==> config.mk <==
export PLATFORM = sky130hd
export DESIGN_NAME = dbs_regs
export DESIGN_NICKNAME = d
export VERILOG_FILES = /design/src/design/dbs_pkg.sv /design/src/design/dbs_sp_if.sv /design/src/design/dbs_chan_bank.sv /design/src/design/dbs_level_sel.sv /design/src/design/dbs_regs.sv
export SDC_FILE = /design/constraint.sdc
export NUM_CORES = 1
export LEC_CHECK = 0
export BUFFER_PORTS_ARGS = -buffer_cell sky130_fd_sc_hd__buf_2
export CAP_MARGIN = 40
export CORE_ASPECT_RATIO = 0.8
export CORE_MARGIN = 3
export CORE_UTILIZATION = 35
export CTS_BUF_LIST = sky130_fd_sc_hd__clkbuf_8
export DETAILED_ROUTE_END_ITERATION = 8
export PLACE_DENSITY = 0.66
export SYNTH_ARGS = -nofsm -noshare
export SYNTH_HDL_FRONTEND = slang
export SYNTH_SLANG_ARGS = --single-unit
==> constraint.sdc <==
create_clock -name core_clk_in -period 10.85 [get_ports core_clk_in]
set_clock_uncertainty 0.2 [all_clocks]
set_input_delay 2.17 -clock core_clk_in [delete_from_list [all_inputs] [get_ports core_clk_in]]
set_output_delay 2.17 -clock core_clk_in [all_outputs]
set_load 0.1 [all_outputs]
==> src/design/dbs_pkg.sv <==
`default_nettype none
package dbs_pkg;
    localparam int          AV_ADDR_W      = 9;
    localparam int          AV_DATA_W      = 32;
    localparam int          AV_BE_W        = 4;
    localparam int          REG_W          = 8;
    localparam int          CODE_W         = 6;
    localparam int          LEVEL_W        = 7;
    localparam int          CHANS          = 2;
    localparam int          BYTE_SHIFT     = 2;
    localparam int          RANGE_BIT      = 6;
    // register indices; byte address is four times the index
    localparam logic [6:0]  IDX_A_NORMAL   = 7'h3c;
    localparam logic [6:0]  IDX_A_STANDBY  = 7'h3d;
    localparam logic [6:0]  IDX_A_SLEEP    = 7'h3e;
    localparam logic [6:0]  IDX_A_MODE     = 7'h3f;
    localparam logic [6:0]  IDX_A_CONFIG   = 7'h40;
    localparam logic [6:0]  IDX_B_NORMAL   = 7'h43;
    localparam logic [6:0]  IDX_B_STANDBY  = 7'h44;
    localparam logic [6:0]  IDX_B_SLEEP    = 7'h45;
    localparam logic [6:0]  IDX_B_MODE     = 7'h46;
    localparam logic [6:0]  IDX_B_CONFIG   = 7'h47;
    localparam logic [6:0]  IDX_STATUS     = 7'h48;
    // set-point selectors inside one channel
    localparam logic [1:0]  SP_NORMAL      = 2'h0;
    localparam logic [1:0]  SP_STANDBY     = 2'h1;
    localparam logic [1:0]  SP_SLEEP       = 2'h2;
    localparam logic [7:0]  RST_SETPOINT   = 8'h00;
    localparam logic [7:0]  RST_MODE       = 8'h00;
    localparam logic [7:0]  RST_CONFIG     = 8'h00;
    localparam logic [7:0]  MODE_WR_MASK   = 8'h2f;
    localparam logic [7:0]  CONF_WR_MASK   = 8'hff;
    // mode fields
    localparam int          MODE_SW_LSB    = 0;
    localparam int          MODE_SW_W      = 4;
    localparam int          MODE_PFM_BIT   = 5;
    // config fields
    localparam int          CONF_CURRENT_LIMIT_SELECT_BIT  = 0;
    localparam int          CONF_FREQ_LSB  = 2;
    localparam int          CONF_PHASE_LSB = 4;
    localparam int          CONF_RAMP_LSB  = 6;
    localparam int          CONF_FLD_W     = 2;
    // status fields
    localparam int          STAT_PWR_LSB   = 0;
    localparam int          STAT_PHASE_BIT = 2;
    localparam int          STAT_RANGE_LSB = 3;
    localparam logic [1:0]  RESP_OKAY      = 2'h0;
    localparam logic [1:0]  RESP_SLVERR    = 2'h2;

    typedef enum logic [1:0] {
        DBS_PWR_NORMAL,
        DBS_PWR_STANDBY,
        DBS_PWR_SLEEP
    } dbs_pwr_e;

    typedef enum logic {
        DBS_BUS_IDLE,
        DBS_BUS_ANSWER
    } dbs_bus_e;
endpackage : dbs_pkg
`default_nettype wire

==> src/design/dbs_sp_if.sv <==
`default_nettype none
interface dbs_sp_if;
    logic       wr;
    logic [1:0] sel;
    logic [5:0] code;
    logic       range_load;
    logic       range_val;
    logic [7:0] rd_normal;
    logic [7:0] rd_standby;
    logic [7:0] rd_sleep;

    modport ctrl (
        output wr, sel, code, range_load, range_val,
        input  rd_normal, rd_standby, rd_sleep
    );
    modport bank (
        input  wr, sel, code, range_load, range_val,
        output rd_normal, rd_standby, rd_sleep
    );
endinterface : dbs_sp_if
`default_nettype wire

==> src/design/dbs_chan_bank.sv <==
`default_nettype none
module dbs_chan_bank (
    input  wire logic clk_in,
    input  wire logic rst_in,
    dbs_sp_if.bank    bus
);
    import dbs_pkg::*;

    logic [CODE_W-1:0] normal_reg;
    logic [CODE_W-1:0] standby_reg;
    logic [CODE_W-1:0] sleep_reg;
    logic              range_reg;

    always_ff @(posedge clk_in or posedge rst_in) begin
        if (rst_in) begin
            normal_reg  <= RST_SETPOINT[CODE_W-1:0];
            standby_reg <= RST_SETPOINT[CODE_W-1:0];
            sleep_reg   <= RST_SETPOINT[CODE_W-1:0];
        end else if (bus.wr) begin
            case (bus.sel)
                SP_NORMAL:  normal_reg  <= bus.code;
                SP_STANDBY: standby_reg <= bus.code;
                SP_SLEEP:   sleep_reg   <= bus.code;
                default: ;
            endcase
        end
    end

    // range only moves on a configuration load, never on a bus write
    always_ff @(posedge clk_in or posedge rst_in) begin
        if (rst_in) begin
            range_reg <= RST_SETPOINT[RANGE_BIT];
        end else if (bus.range_load) begin
            range_reg <= bus.range_val;
        end
    end

    assign bus.rd_normal  = {1'b0, range_reg, normal_reg};
    assign bus.rd_standby = {1'b0, range_reg, standby_reg};
    assign bus.rd_sleep   = {1'b0, range_reg, sleep_reg};
endmodule : dbs_chan_bank
`default_nettype wire

==> src/design/dbs_level_sel.sv <==
`default_nettype none
module dbs_level_sel (
    input  wire logic                    clk_in,
    input  wire logic                    rst_in,
    input  wire dbs_pkg::dbs_pwr_e       pwr_state_in,
    input  wire logic [7:0]              normal_in,
    input  wire logic [7:0]              standby_in,
    input  wire logic [7:0]              sleep_in,
    output logic [dbs_pkg::LEVEL_W-1:0]  level_out
);
    import dbs_pkg::*;

    always_ff @(posedge clk_in or posedge rst_in) begin
        if (rst_in) begin
            level_out <= RST_SETPOINT[LEVEL_W-1:0];
        end else begin
            case (pwr_state_in)
                DBS_PWR_NORMAL:  level_out <= normal_in[LEVEL_W-1:0];
                DBS_PWR_STANDBY: level_out <= standby_in[LEVEL_W-1:0];
                DBS_PWR_SLEEP:   level_out <= sleep_in[LEVEL_W-1:0];
                default:         level_out <= normal_in[LEVEL_W-1:0];
            endcase
        end
    end
endmodule : dbs_level_sel
`default_nettype wire

==> src/design/dbs_regs.sv <==
// Operation
// - The channel A normal set-point holds a writable 6-bit code in bits 5:0 that sets the normal-state level.
// - The channel A standby set-point holds a writable 6-bit code applied in the standby state.
// - The channel A sleep set-point holds a writable 6-bit code applied in the sleep state.
// - Bit 6 of each normal set-point is a read-only range bit loaded only by configuration.
// - Bit 6 of standby and sleep set-points reads back the same channel's normal range bit.
// - Channel B normal, standby and sleep set-points sit at consecutive addresses with channel A's layout.
// - Each channel has a switching-mode register directly after its sleep set-point.
// - Each channel has a configuration register with ramp speed, phase, frequency and current limit.
// - All three channel A set-points reset to zero in every field.
//
// Added by the designer: the Avalon-MM register port.
`default_nettype none
module dbs_regs (
    input  wire logic                         core_clk_in,
    input  wire logic                         rst_in,
    input  wire logic [dbs_pkg::AV_ADDR_W-1:0] avs_address_in,
    input  wire logic                         avs_read_in,
    input  wire logic                         avs_write_in,
    input  wire logic [dbs_pkg::AV_DATA_W-1:0] avs_writedata_in,
    input  wire logic [dbs_pkg::AV_BE_W-1:0]  avs_byteenable_in,
    output logic [dbs_pkg::AV_DATA_W-1:0]     avs_readdata_out,
    output logic                              avs_waitrequest_out,
    output logic [1:0]                        avs_response_out,
    input  wire logic                         cfg_load_in,
    input  wire logic                         cfg_range_a_in,
    input  wire logic                         cfg_range_b_in,
    input  wire dbs_pkg::dbs_pwr_e            pwr_state_in,
    input  wire logic                         single_phase_in,
    output logic [dbs_pkg::LEVEL_W-1:0]       chan_a_level_out,
    output logic [dbs_pkg::LEVEL_W-1:0]       chan_b_level_out,
    output logic [3:0]                        chan_a_switch_mode_out,
    output logic [3:0]                        chan_b_switch_mode_out,
    output logic                              chan_a_sleep_pfm_out,
    output logic                              chan_b_sleep_pfm_out,
    output logic                              chan_a_current_limit_out,
    output logic                              chan_b_current_limit_out,
    output logic [1:0]                        chan_a_freq_out,
    output logic [1:0]                        chan_b_freq_out,
    output logic [1:0]                        chan_a_phase_out,
    output logic [1:0]                        chan_b_phase_out,
    output logic [1:0]                        chan_a_ramp_speed_out,
    output logic [1:0]                        chan_b_ramp_speed_out
);
    import dbs_pkg::*;

    dbs_bus_e               bus_state_reg;
    logic                   wait_reg;
    logic [AV_DATA_W-1:0]   rdata_reg;
    logic [1:0]             resp_reg;

    logic [6:0]             reg_idx;
    logic                   aligned;
    logic                   hit;
    logic                   wr_fire;
    logic [REG_W-1:0]       rd_mux;
    logic [REG_W-1:0]       wbyte;

    logic [REG_W-1:0]       mode_reg   [CHANS];
    logic [REG_W-1:0]       config_reg [CHANS];
    logic [REG_W-1:0]       sp_rd      [CHANS][3];
    logic [CHANS-1:0]       sp_wr;
    logic [1:0]             sp_sel;
    logic [CHANS-1:0]       mode_wr;
    logic [CHANS-1:0]       config_wr;
    logic [CHANS-1:0]       cfg_range;

    logic [REG_W-1:0]       eff_mode_reg   [CHANS];
    logic [REG_W-1:0]       eff_config_reg [CHANS];
    logic [REG_W-1:0]       b_src [3];

    assign reg_idx = avs_address_in[AV_ADDR_W-1:BYTE_SHIFT];
    assign aligned = (avs_address_in[BYTE_SHIFT-1:0] == '0);
    assign wbyte   = avs_writedata_in[REG_W-1:0];
    assign cfg_range = {cfg_range_b_in, cfg_range_a_in};

    // address decode; channel B block mirrors channel A's layout
    always_comb begin
        hit    = 1'b0;
        sp_wr  = '0;
        sp_sel = SP_NORMAL;
        mode_wr   = '0;
        config_wr = '0;
        if (aligned) begin
            case (reg_idx)
                IDX_A_NORMAL: begin
                    hit      = 1'b1;
                    sp_wr[0] = 1'b1;
                    sp_sel   = SP_NORMAL;
                end
                IDX_A_STANDBY: begin
                    hit      = 1'b1;
                    sp_wr[0] = 1'b1;
                    sp_sel   = SP_STANDBY;
                end
                IDX_A_SLEEP: begin
                    hit      = 1'b1;
                    sp_wr[0] = 1'b1;
                    sp_sel   = SP_SLEEP;
                end
                IDX_A_MODE: begin
                    hit        = 1'b1;
                    mode_wr[0] = 1'b1;
                end
                IDX_A_CONFIG: begin
                    hit          = 1'b1;
                    config_wr[0] = 1'b1;
                end
                IDX_B_NORMAL: begin
                    hit      = 1'b1;
                    sp_wr[1] = 1'b1;
                    sp_sel   = SP_NORMAL;
                end
                IDX_B_STANDBY: begin
                    hit      = 1'b1;
                    sp_wr[1] = 1'b1;
                    sp_sel   = SP_STANDBY;
                end
                IDX_B_SLEEP: begin
                    hit      = 1'b1;
                    sp_wr[1] = 1'b1;
                    sp_sel   = SP_SLEEP;
                end
                IDX_B_MODE: begin
                    hit        = 1'b1;
                    mode_wr[1] = 1'b1;
                end
                IDX_B_CONFIG: begin
                    hit          = 1'b1;
                    config_wr[1] = 1'b1;
                end
                IDX_STATUS: begin
                    hit = 1'b1;
                end
                default: begin
                    hit = 1'b0;
                end
            endcase
        end
    end

    always_comb begin
        rd_mux = '0;
        if (aligned) begin
            case (reg_idx)
                IDX_A_NORMAL:  rd_mux = sp_rd[0][SP_NORMAL];
                IDX_A_STANDBY: rd_mux = sp_rd[0][SP_STANDBY];
                IDX_A_SLEEP:   rd_mux = sp_rd[0][SP_SLEEP];
                IDX_A_MODE:    rd_mux = mode_reg[0];
                IDX_A_CONFIG:  rd_mux = config_reg[0];
                IDX_B_NORMAL:  rd_mux = sp_rd[1][SP_NORMAL];
                IDX_B_STANDBY: rd_mux = sp_rd[1][SP_STANDBY];
                IDX_B_SLEEP:   rd_mux = sp_rd[1][SP_SLEEP];
                IDX_B_MODE:    rd_mux = mode_reg[1];
                IDX_B_CONFIG:  rd_mux = config_reg[1];
                IDX_STATUS: begin
                    rd_mux[STAT_PWR_LSB +: 2] = pwr_state_in;
                    rd_mux[STAT_PHASE_BIT]    = single_phase_in;
                    rd_mux[STAT_RANGE_LSB]    = sp_rd[0][SP_NORMAL][RANGE_BIT];
                    rd_mux[STAT_RANGE_LSB+1]  = sp_rd[1][SP_NORMAL][RANGE_BIT];
                end
                default: rd_mux = '0;
            endcase
        end
    end

    // two-edge answer: request seen, then waitrequest drops for one cycle;
    // the write lands on the edge where the master sees waitrequest low
    assign wr_fire = (bus_state_reg == DBS_BUS_ANSWER) && avs_write_in
                     && hit && avs_byteenable_in[0];

    always_ff @(posedge core_clk_in or posedge rst_in) begin
        if (rst_in) begin
            bus_state_reg <= DBS_BUS_IDLE;
            wait_reg      <= 1'b1;
            rdata_reg     <= '0;
            resp_reg      <= RESP_OKAY;
        end else begin
            case (bus_state_reg)
                DBS_BUS_IDLE: begin
                    if (avs_read_in || avs_write_in) begin
                        bus_state_reg <= DBS_BUS_ANSWER;
                        wait_reg      <= 1'b0;
                        rdata_reg     <= avs_read_in ?
                            {{(AV_DATA_W-REG_W){1'b0}}, rd_mux} : '0;
                        resp_reg      <= hit ? RESP_OKAY : RESP_SLVERR;
                    end
                end
                DBS_BUS_ANSWER: begin
                    bus_state_reg <= DBS_BUS_IDLE;
                    wait_reg      <= 1'b1;
                end
                default: begin
                    bus_state_reg <= DBS_BUS_IDLE;
                    wait_reg      <= 1'b1;
                end
            endcase
        end
    end

    assign avs_readdata_out    = rdata_reg;
    assign avs_waitrequest_out = wait_reg;
    assign avs_response_out    = resp_reg;

    // unused mode bits masked so they read back as zero
    always_ff @(posedge core_clk_in or posedge rst_in) begin
        if (rst_in) begin
            for (int i = 0; i < CHANS; i++) begin
                mode_reg[i]   <= RST_MODE;
                config_reg[i] <= RST_CONFIG;
            end
        end else begin
            for (int i = 0; i < CHANS; i++) begin
                if (wr_fire && mode_wr[i]) begin
                    mode_reg[i] <= wbyte & MODE_WR_MASK;
                end
                if (wr_fire && config_wr[i]) begin
                    config_reg[i] <= wbyte & CONF_WR_MASK;
                end
            end
        end
    end

    // combined output: channel A's registers steer both phases
    always_ff @(posedge core_clk_in or posedge rst_in) begin
        if (rst_in) begin
            for (int i = 0; i < CHANS; i++) begin
                eff_mode_reg[i]   <= RST_MODE;
                eff_config_reg[i] <= RST_CONFIG;
            end
        end else begin
            eff_mode_reg[0]   <= mode_reg[0];
            eff_config_reg[0] <= config_reg[0];
            eff_mode_reg[1]   <= single_phase_in ? mode_reg[0] : mode_reg[1];
            eff_config_reg[1] <= single_phase_in ? config_reg[0]
                                                 : config_reg[1];
        end
    end

    assign chan_a_switch_mode_out   = eff_mode_reg[0][MODE_SW_LSB +: MODE_SW_W];
    assign chan_b_switch_mode_out   = eff_mode_reg[1][MODE_SW_LSB +: MODE_SW_W];
    assign chan_a_sleep_pfm_out     = eff_mode_reg[0][MODE_PFM_BIT];
    assign chan_b_sleep_pfm_out     = eff_mode_reg[1][MODE_PFM_BIT];
    assign chan_a_current_limit_out = eff_config_reg[0][CONF_CURRENT_LIMIT_SELECT_BIT];
    assign chan_b_current_limit_out = eff_config_reg[1][CONF_CURRENT_LIMIT_SELECT_BIT];
    assign chan_a_freq_out  = eff_config_reg[0][CONF_FREQ_LSB +: CONF_FLD_W];
    assign chan_b_freq_out  = eff_config_reg[1][CONF_FREQ_LSB +: CONF_FLD_W];
    assign chan_a_phase_out = eff_config_reg[0][CONF_PHASE_LSB +: CONF_FLD_W];
    assign chan_b_phase_out = eff_config_reg[1][CONF_PHASE_LSB +: CONF_FLD_W];
    assign chan_a_ramp_speed_out =
        eff_config_reg[0][CONF_RAMP_LSB +: CONF_FLD_W];
    assign chan_b_ramp_speed_out =
        eff_config_reg[1][CONF_RAMP_LSB +: CONF_FLD_W];

    dbs_sp_if sp_if [CHANS] ();

    genvar g;
    generate
        for (g = 0; g < CHANS; g++) begin : g_chan
            // only bits 5:0 travel; bits 7:6 of the write are dropped
            assign sp_if[g].wr         = wr_fire && sp_wr[g];
            assign sp_if[g].sel        = sp_sel;
            assign sp_if[g].code       = wbyte[CODE_W-1:0];
            assign sp_if[g].range_load = cfg_load_in;
            assign sp_if[g].range_val  = cfg_range[g];
            assign sp_rd[g][SP_NORMAL]  = sp_if[g].rd_normal;
            assign sp_rd[g][SP_STANDBY] = sp_if[g].rd_standby;
            assign sp_rd[g][SP_SLEEP]   = sp_if[g].rd_sleep;

            dbs_chan_bank u_bank (
                .clk_in (core_clk_in),
                .rst_in (rst_in),
                .bus    (sp_if[g].bank)
            );
        end
    endgenerate

    // reserved high codes are passed through untouched; no clamp
    always_comb begin
        for (int k = 0; k < 3; k++) begin
            b_src[k] = single_phase_in ? sp_rd[0][k] : sp_rd[1][k];
        end
    end

    dbs_level_sel u_sel_a (
        .clk_in       (core_clk_in),
        .rst_in       (rst_in),
        .pwr_state_in (pwr_state_in),
        .normal_in    (sp_rd[0][SP_NORMAL]),
        .standby_in   (sp_rd[0][SP_STANDBY]),
        .sleep_in     (sp_rd[0][SP_SLEEP]),
        .level_out    (chan_a_level_out)
    );

    dbs_level_sel u_sel_b (
        .clk_in       (core_clk_in),
        .rst_in       (rst_in),
        .pwr_state_in (pwr_state_in),
        .normal_in    (b_src[SP_NORMAL]),
        .standby_in   (b_src[SP_STANDBY]),
        .sleep_in     (b_src[SP_SLEEP]),
        .level_out    (chan_b_level_out)
    );
endmodule : dbs_regs
`default_nettype wire

After elaboration in Yosys (flattened, before gate mapping)
Cells that the tools add are included.
- logic and storage cells: 92
- RAM bits: 0
- bits in registers: 141
- bits in latches: 0
- memories kept: 0
- bits in read-only memories: 0
- output and inout port bits: 73
- shift-type cells: 0
- reductions and logical operators: 24
- $add $sub $neg: 0
- order comparisons: 0
- divide/modulo/power cells: 0
- eq/ne operators: 16
- bitwise operators: 1
- multiply operators: 0
- multiplexer cells: 29
- operators by type and width (operator ; number):
    $pmux W5 S11 ; 1
    $eq A7 B7 Y1 const B ; 7
    $pmux W3 S10 ; 1
    $eq A7 B6 Y1 const B ; 4
    $mux W8 ; 3
    $mux W7 ; 3
    $pmux W7 S2 ; 1
    $reduce_and A2 Y1 ; 7
    $pmux W6 S2 ; 1
    $reduce_or A11 Y1 ; 1
    $mux W1 ; 10
    $mux W2 ; 5
    $logic_and A1 B1 Y1 ; 9
    $mux W6 ; 1
    $reduce_or A3 Y1 ; 2
    $eq A2 B1 Y1 const B ; 2
    $eq A2 B2 Y1 const B ; 2
    $logic_not A2 Y1 ; 2
    $pmux W1 S2 ; 2
    $pmux W2 S2 ; 1
    $reduce_or A2 Y1 ; 2
    $ne A2 B2 Y1 const B ; 1
    $logic_or A1 B1 Y1 ; 1
    $not A1 Y1 ; 1

Longest topological paths before layout
Gate-level depths: netlist of the first run.
- word-level depth: 8
- mapped depth: 7

By module
From an unflattened synthesis of the first run, not the netlist that was laid out.
- cell total of the unflattened synthesis: 466
- area total of the unflattened synthesis: 5781.8 um^2
- by module, submodules not included (module ; instances ; cells each ; area an instance (um^2)):
    dbs_regs ; 1 ; 300 ; 3542.1
    dbs_chan_bank ; 2 ; 49 ; 783.3
    dbs_level_sel ; 2 ; 34 ; 336.6

Least setup slack after synthesis of the first run
OpenSTA, ideal clock, no wires.
- path type: input-to-reg
- start point: input port avs_address_in[5] (netlist name)
- end point: register g_chan[0].u_bank.standby_reg[4]
- setup time: 0.125 ns
- cell stages on the path: 5
- path buffers: 1
- required time: 10.525 ns
- arrival: 3.807 ns
- path slack: 6.718 ns
- cell sequence: buf_6 -> nor4b_4 -> nand2_4 -> a2111oi_4 -> mux2_2
- longest elaborated chain between the ends: 8
- elaborated cells between the ends (all ways): 26
- classes of those cells: 12 x eq/ne; 6 x mux; 8 x reduce/logical
- ends and longest elaborated chain (what ; line ; text):
    start: declaration ; dbs_regs.sv:17 ; input wire logic [dbs_pkg::AV_ADDR_W-1:0] avs_address_in,
    $eq A7 B7 Y1 / $eq A7 B6 Y1 (equally long branches) ; dbs_regs.sv:85 ; case (reg_idx)
    $reduce_or A11 Y1 (no source line) ; - ;
    $mux W1 ; dbs_regs.sv:85 ;
    $mux W1 ; dbs_regs.sv:84 ; if (aligned) begin
    $logic_and A1 B1 Y1 (2 in series) ; dbs_regs.sv:170 ; && hit && avs_byteenable_in[0];
    $logic_and A1 B1 Y1 ; dbs_regs.sv:261 ; assign sp_if[g].wr = wr_fire && sp_wr[g];
    $reduce_and A2 Y1 (no source line) * ; - ;
    end signal: assignment ; dbs_chan_bank.sv:17 ; standby_reg <= RST_SETPOINT[CODE_W-1:0];
    end signal: assignment ; dbs_chan_bank.sv:22 ; SP_STANDBY: standby_reg <= bus.code;
    end: declaration ; dbs_chan_bank.sv:10 ; logic [CODE_W-1:0] standby_reg;
Every way passes the cells marked *; elsewhere a longest branch is shown, timed or not.
A chain may end at the register's enable or synchronous reset.

Final worst setup path of the first run
- start point: input port avs_address_in[5] (netlist name)
- end point: register g_chan[0].u_bank.standby_reg[1]
The elaborated chain is that of the path after synthesis.

==> reports/metrics.cfg, run 1 <==
[clock_tree]
cts_tree = yes
ctsRootBufferMaster = clkbuf_8
post_cts_resize_count = 0
clk_path_buf_depth = 2
cts_sinks = 113
clk_pin_slew_ps = 60
hold_buffers = 0
htreeDepth = 4
cts_made_buffers = 17
clock_latency_ps = 440
post_cts_buffers = 0

[finish]
layout_common_cells = dfrtp_1 (112), mux2_2 (76), buf_2 (75)
nNetsFinal = 568
instances_no_fill = 706
num_antenna_cells = 0
layout-drive-gt1-share_pct = 38.1
layout_commonest_cell = dfrtp_1
area_growth_syn_to_layout_pct = 15.2
regArea_mm2 = 0.00283
fin_util_pct = 41.9
largest_register_ffs = 16
multiInputGateArea_mm2 = 0.00222
num-fill-cells = 1377

[route]
post_drt_wl_per_cell_um = 20.0
via_per_inst = 5.46
drt_iter0_drc = 369
drc = 0
ant_nets = 0
num_vias = 3857
first_pass_iters = 5
wirelength_mm = 14.1

[die]
num_rows = 39
die_x_um = 144
die_y_um = 116
dieArea_mm2 = 0.0167
coreArea_mm2 = 0.0145
start_util_pct = 36.4
io_pins = 128

[sta]
tightest_slew_ps = 955
hold_viol_final = 0
drv_slew = 0
fmax_mhz = 229
post-route-min-period_ps = 4370
slew_headroom_pct = 35.9
setup-tns-final_ps = 0
setup_viol = 0
post-route-period-util_pct = 40.2
rsz0062_at_grt = false

[global_route]
grt_start_max_net_pins = 58
antenna_found_initial = 0
grt.total_usage_pct = 17.6
gr-total-overflow = 0
grt_pass1_wl_mm = 21.8
grt_pass1_vias = 3864

[worst_setup_path]
end_kind = flop
cp-start-kind = input pin
worstSetupPathType = in -> reg
critical_path_required_ps = 10970
max_stage_delay_ps = 750
rr_worst_depth = 3
path_cells = buf_2 -> nor4b_4 -> nand2_4 -> a2111oi_4 -> mux2_2
crit_fanout = 11
crit_slowest_cell = nor4b_4
cp.arrival_ps = 4490
r2r-start = bus_state_reg
crit_start = avs_address_in[5]

[power]
power_density_mw_per_mm2 = 148
p_leak_uw = 0.00302
irDropWorstVdd_mv = 0.0708

[yosys]
ys_types = 62
synth_enable_flop_cells = 0
ys_seq_area_share_pct = 53.4
synth_area_per_cell_um2 = 12.1
netlist_instances = 438
yosys_warnings = 0
synth-async-reset-ratio_pct = 100
synth_area_mm2 = 0.00530
ys.flop_type = dfrtp_1
synth-seq-cells = 113

[job]
max_cap_violations = 0

[placed_design]
gp_congestion = 0.902
place_hpwl_mm = 9.86
place_inst = 676
portBuffers = 75

[min_path]
hp-class = reg -> reg
hold_depth = 0
min_from = config_reg[10]

[outcome]
status = finished, final reports clean

## where the power goes
| part | switching [uW] | leakage, uW | internal, uW |
|---|---|---|---|
| Clock | 164 | 0.000195 | 191 |
| Combinational | 100 | 0.00128 | 17.3 |
| Sequential | 3.73 | 0.00155 | 428 |
| Total | 268 | 0.00302 | 636 |
## synth_stat cells (2+ instances only)
library cell	n	share of area [%]
a21o_1	2	0.28
a21oi_1	11	1.0
a221oi_1	2	0.33
a22oi_1	17	2.4
a2bb2oi_1	2	0.33
a31oi_1	4	0.47
a32o_1	2	0.38
and2_1	2	0.24
and3_1	2	0.24
buf_1	6	0.43
buf_2	2	0.19
buf_4	25	3.5
buf_6	2	0.43
clkbuf_1	14	0.99
dfrtp_1	112	53
ha_1	2	0.47
inv_1	8	0.57
mux2_2	76	16
mux2_4	4	1.1
mux2i_1	9	1.7
nand2_1	35	2.5
nand3_1	6	0.57
nand4_1	9	1.1
nor2_1	12	0.85
nor3_1	2	0.19
nor3_2	3	0.57
nor3b_1	2	0.28
o211ai_1	2	0.28
o21ai_0	24	2.3
o2bb2ai_1	5	0.83
o32ai_1	3	0.50
## critical path: cells and delay by family
| family | cells | cell delay [ps] |
|---|---|---|
| AO/OA/AOI/OAI | 1 | 730 |
| buffers and inverters | 1 | 200 |
| multiplexers | 1 | 410 |
| AND/OR/NAND/NOR | 2 | 960 |
## layout make-up
class                   count  share of cell area [%]
flip-flops and latches    113                    46.4
multi-input cells         290                    36.5
repair buffers             80                    7.10
clock buffers              20                    4.51
well taps                 184                    3.77
clock inverters            10                    1.19
inverters                   9                   0.595
## stage by stage
| step | area, um^2 | power (uW) | setup WS (ps) | hold WS [ps] |
|---|---|---|---|---|
| 2_1_floorplan | 5390 | 539 | 5490 | 176 |
| 3_3_place_gp | 5700 | 553 | 5920 | 204 |
| 3_5_place_dp | 5750 | 557 | 6070 | 207 |
| 4_1_cts | 6100 | 912 | 6540 | 222 |
| 5_1_grt | 6100 | 937 | 6400 | 237 |
| 6_report | 6100 | 904 | 6480 | 213 |
## kinds of logic (layout without fill, tap and decap cells)
family | after synthesis | in the layout | synth area share [%]
adders and majority gates | 2 | 2 | 0.472
and+or+nand+nor | 87 | 87 | 9.26
muxes | 89 | 89 | 19.0
other | 1 | 25 | 0.0708
AOI/OAI and AO/OA | 87 | 87 | 11.5
buffers and inverters | 59 | 119 | 6.31
DFF | 113 | 113 | 53.4
## worst paths after layout
kind                                                   end  slack [ps]
setup / recovery           g_chan[0].u_bank.standby_reg[1]        6480
setup reg to reg                              mode_reg[13]        8320
hold reg to reg                         chan_a_freq_out[0]         210
hold / removal                          chan_a_freq_out[0]         210
max in group asynchronous              avs_waitrequest_out        7850
min in group asynchronous        chan_b_switch_mode_out[1]        1490
## layer usage
| layer | share of wire [%] | wire, um | vias to the layer above | track usage, % |
|---|---|---|---|---|
| li1 | - | - | 1693 | - |
| met1 | 44 | 6200 | 1937 | 23.6 |
| met2 | 45 | 6280 | 196 | 26.4 |
| met3 | 9.2 | 1300 | 31 | 5.36 |
| met4 | 2.2 | 316 | 0 | 7.40 |
| met5 | 0 | 0 | - | 0 |
(Power assumes the default switching activity.)
==> run 2: changes to the inputs <==
- clock period: 10.85 -> 4.4 ns (I/O delays scaled with it)
==> run 2 against run 1 <==
Clock power grew to 2.8 times the previous value. Combinational power grew 150%. Clock-buffer cell count is 1 higher. Hold slack lost 100 ps. Largest cell class unchanged. Cell count grew 0.57%. Critical path type unchanged. Highest routed layer unchanged. Power rose to 2.6 times the previous value.
==> reports/metrics.cfg, run 2 (synthesis gave the netlist of run 1 again) <==
[clock_tree]
clock_latency_ps = 430  ; about the same
cts_tree = yes
hold_buffers = 0  ; unchanged
ctsRootBufferMaster = clkbuf_8
clk_pin_slew_ps = 70  ; about the same
clk_path_buf_depth = 2  ; unchanged
cts_sinks = 113  ; unchanged
post_cts_buffers = 0  ; unchanged
htreeDepth = 4  ; unchanged
cts_made_buffers = 17  ; unchanged
post_cts_resize_count = 0  ; unchanged

[min_path]
hp-class = in -> async

[outcome]
status = finished, final reports clean

[route]
wirelength_mm = 14.1  ; +0.18%
drt_iter0_drc = 329  ; -11%
drc = 0  ; unchanged
num_vias = 3890  ; +0.86%
ant_nets = 0  ; unchanged
via_per_inst = 5.48  ; +0.29%
post_drt_wl_per_cell_um = 19.9  ; -0.39%
first_pass_iters = 5  ; unchanged

[global_route]
gr-total-overflow = 0  ; unchanged
grt_pass1_vias = 3879  ; +0.39%
grt_start_max_net_pins = 69  ; +19%
grt.total_usage_pct = 17.4  ; -0.14 points
grt_pass1_wl_mm = 21.6  ; -0.95%
antenna_found_initial = 0  ; unchanged

[finish]
layout_commonest_cell = dfrtp_1
layout-drive-gt1-share_pct = 38.4  ; +0.28 points
num_antenna_cells = 0  ; unchanged
num-fill-cells = 1375  ; -0.15%
layout_common_cells = dfrtp_1 (112), mux2_2 (76), buf_2 (75)
fin_area_mm2 = 0.00618  ; +1.4%
fin_util_pct = 42.5  ; +0.57 points
area_growth_syn_to_layout_pct = 16.7
largest_register_ffs = 16  ; unchanged
nNetsFinal = 571  ; +0.53%

[sta]
rsz0062_at_grt = false
post-route-period-util_pct = 68.4
tightest_slew_ps = 886  ; -69.1 ps
slew_headroom_pct = 40.8  ; +5.0 points
hold_viol_final = 0  ; unchanged
post-route-min-period_ps = 3010
fmax_mhz = 332
setup_viol = 0  ; unchanged
drv_slew = 0  ; unchanged
setup-tns-final_ps = 0  ; unchanged

[worst_setup_path]
crit_fanout = 11  ; unchanged
cp-start-kind = input pin
crit_slowest_cell = nor3_2
path_buf_inv = 1  ; unchanged
worstSetupPathType = in -> reg
critical-path-top-delay-family = simple AND/OR/NAND/NOR gates
end_kind = flop
path_cells = buf_2 -> and4b_2 -> and2_1 -> o21ai_0 -> nor3_2 -> mux2_2
cp.arrival_ps = 3120  ; -1370 ps
critical_path_required_ps = 4510  ; -6460 ps
max_stage_delay_ps = 580  ; -170 ps

[job]
max_cap_violations = 0  ; unchanged

[placed_design]
gp_congestion = 0.940  ; +4.2%
place_hpwl_mm = 9.97  ; +1.1%
portBuffers = 75  ; unchanged
post_dp_cell_area_mm2 = 0.00577  ; +0.39%

[die]
die_y_um = 116  ; unchanged
io_pins = 128  ; unchanged
start_util_pct = 36.4  ; unchanged
dieArea_mm2 = 0.0167  ; unchanged
num_rows = 39  ; unchanged
coreArea_mm2 = 0.0145  ; unchanged
die_x_um = 144  ; unchanged

[power]
p_leak_uw = 0.00307  ; +1.6%
power_density_mw_per_mm2 = 382  ; +160%
irDropWorstVdd_mv = 0.178  ; +150%

[run 2: cell types whose count changed in the layout (fill, tap and decap cells not counted), sizes merged]
cell      change
clkbuf        +1
clkinv        -2
clkinvlp      -1
inv           +1
buf           +3
bufinv        +2
[run 2: final cells by class]
type                       instances  area, um^2  area share, %
clock buffer                      21         289           4.68
sequential                       113        2830           45.8
multi-input combinational        290        2220           36.0
tap                              184         230           3.72
clock inverter                    10         119           1.92
timing repair buffer              83         455           7.37
inverter                           9        36.3          0.587
[run 2: worst paths after layout]
path / startpoint / end / cells after the start / slack (ps)
setup / recovery: avs_address_in[5] / g_chan[1].u_bank.standby_reg[5] / 6 / 1390
hold / removal: rst_in / config_reg[2] / 2 / 110
setup reg to reg: bus_state_reg / config_reg[7] / 4 / 1950
hold reg to reg: config_reg[15] / chan_a_ramp_speed_out[1] / 0 / 220
max in group asynchronous: rst_in / g_chan[0].u_bank.sleep_reg[2] / 4 / 3070
min in group core_clk_in: config_reg[15] / chan_a_ramp_speed_out[1] / 0 / 220
[run 2: per-stage QoR]
stage,power (uW),hold slack [ps],worst slack [ps],cells
floorplan,1330,176,334,462
global placement,1360,207,969,676
detailed placement,1370,212,1000,679
CTS,2380,81.5,1470,710
global route,2440,82.5,1250,710
finish,2360,112,1390,710
[run 2: layer usage]
metal  wire length [um]  track usage, %
met3               1110            5.78
met4                328            7.03
met1               6330            23.5
met2               6350            26.0
met5                  0               0
[run 2: power by group]
group          leakage [uW]  total (uW)  internal, uW  switching [uW]
registers           0.00155        1060          1050            9.48
logic               0.00129         291          43.6             248
clock network      0.000228        1010           605             401
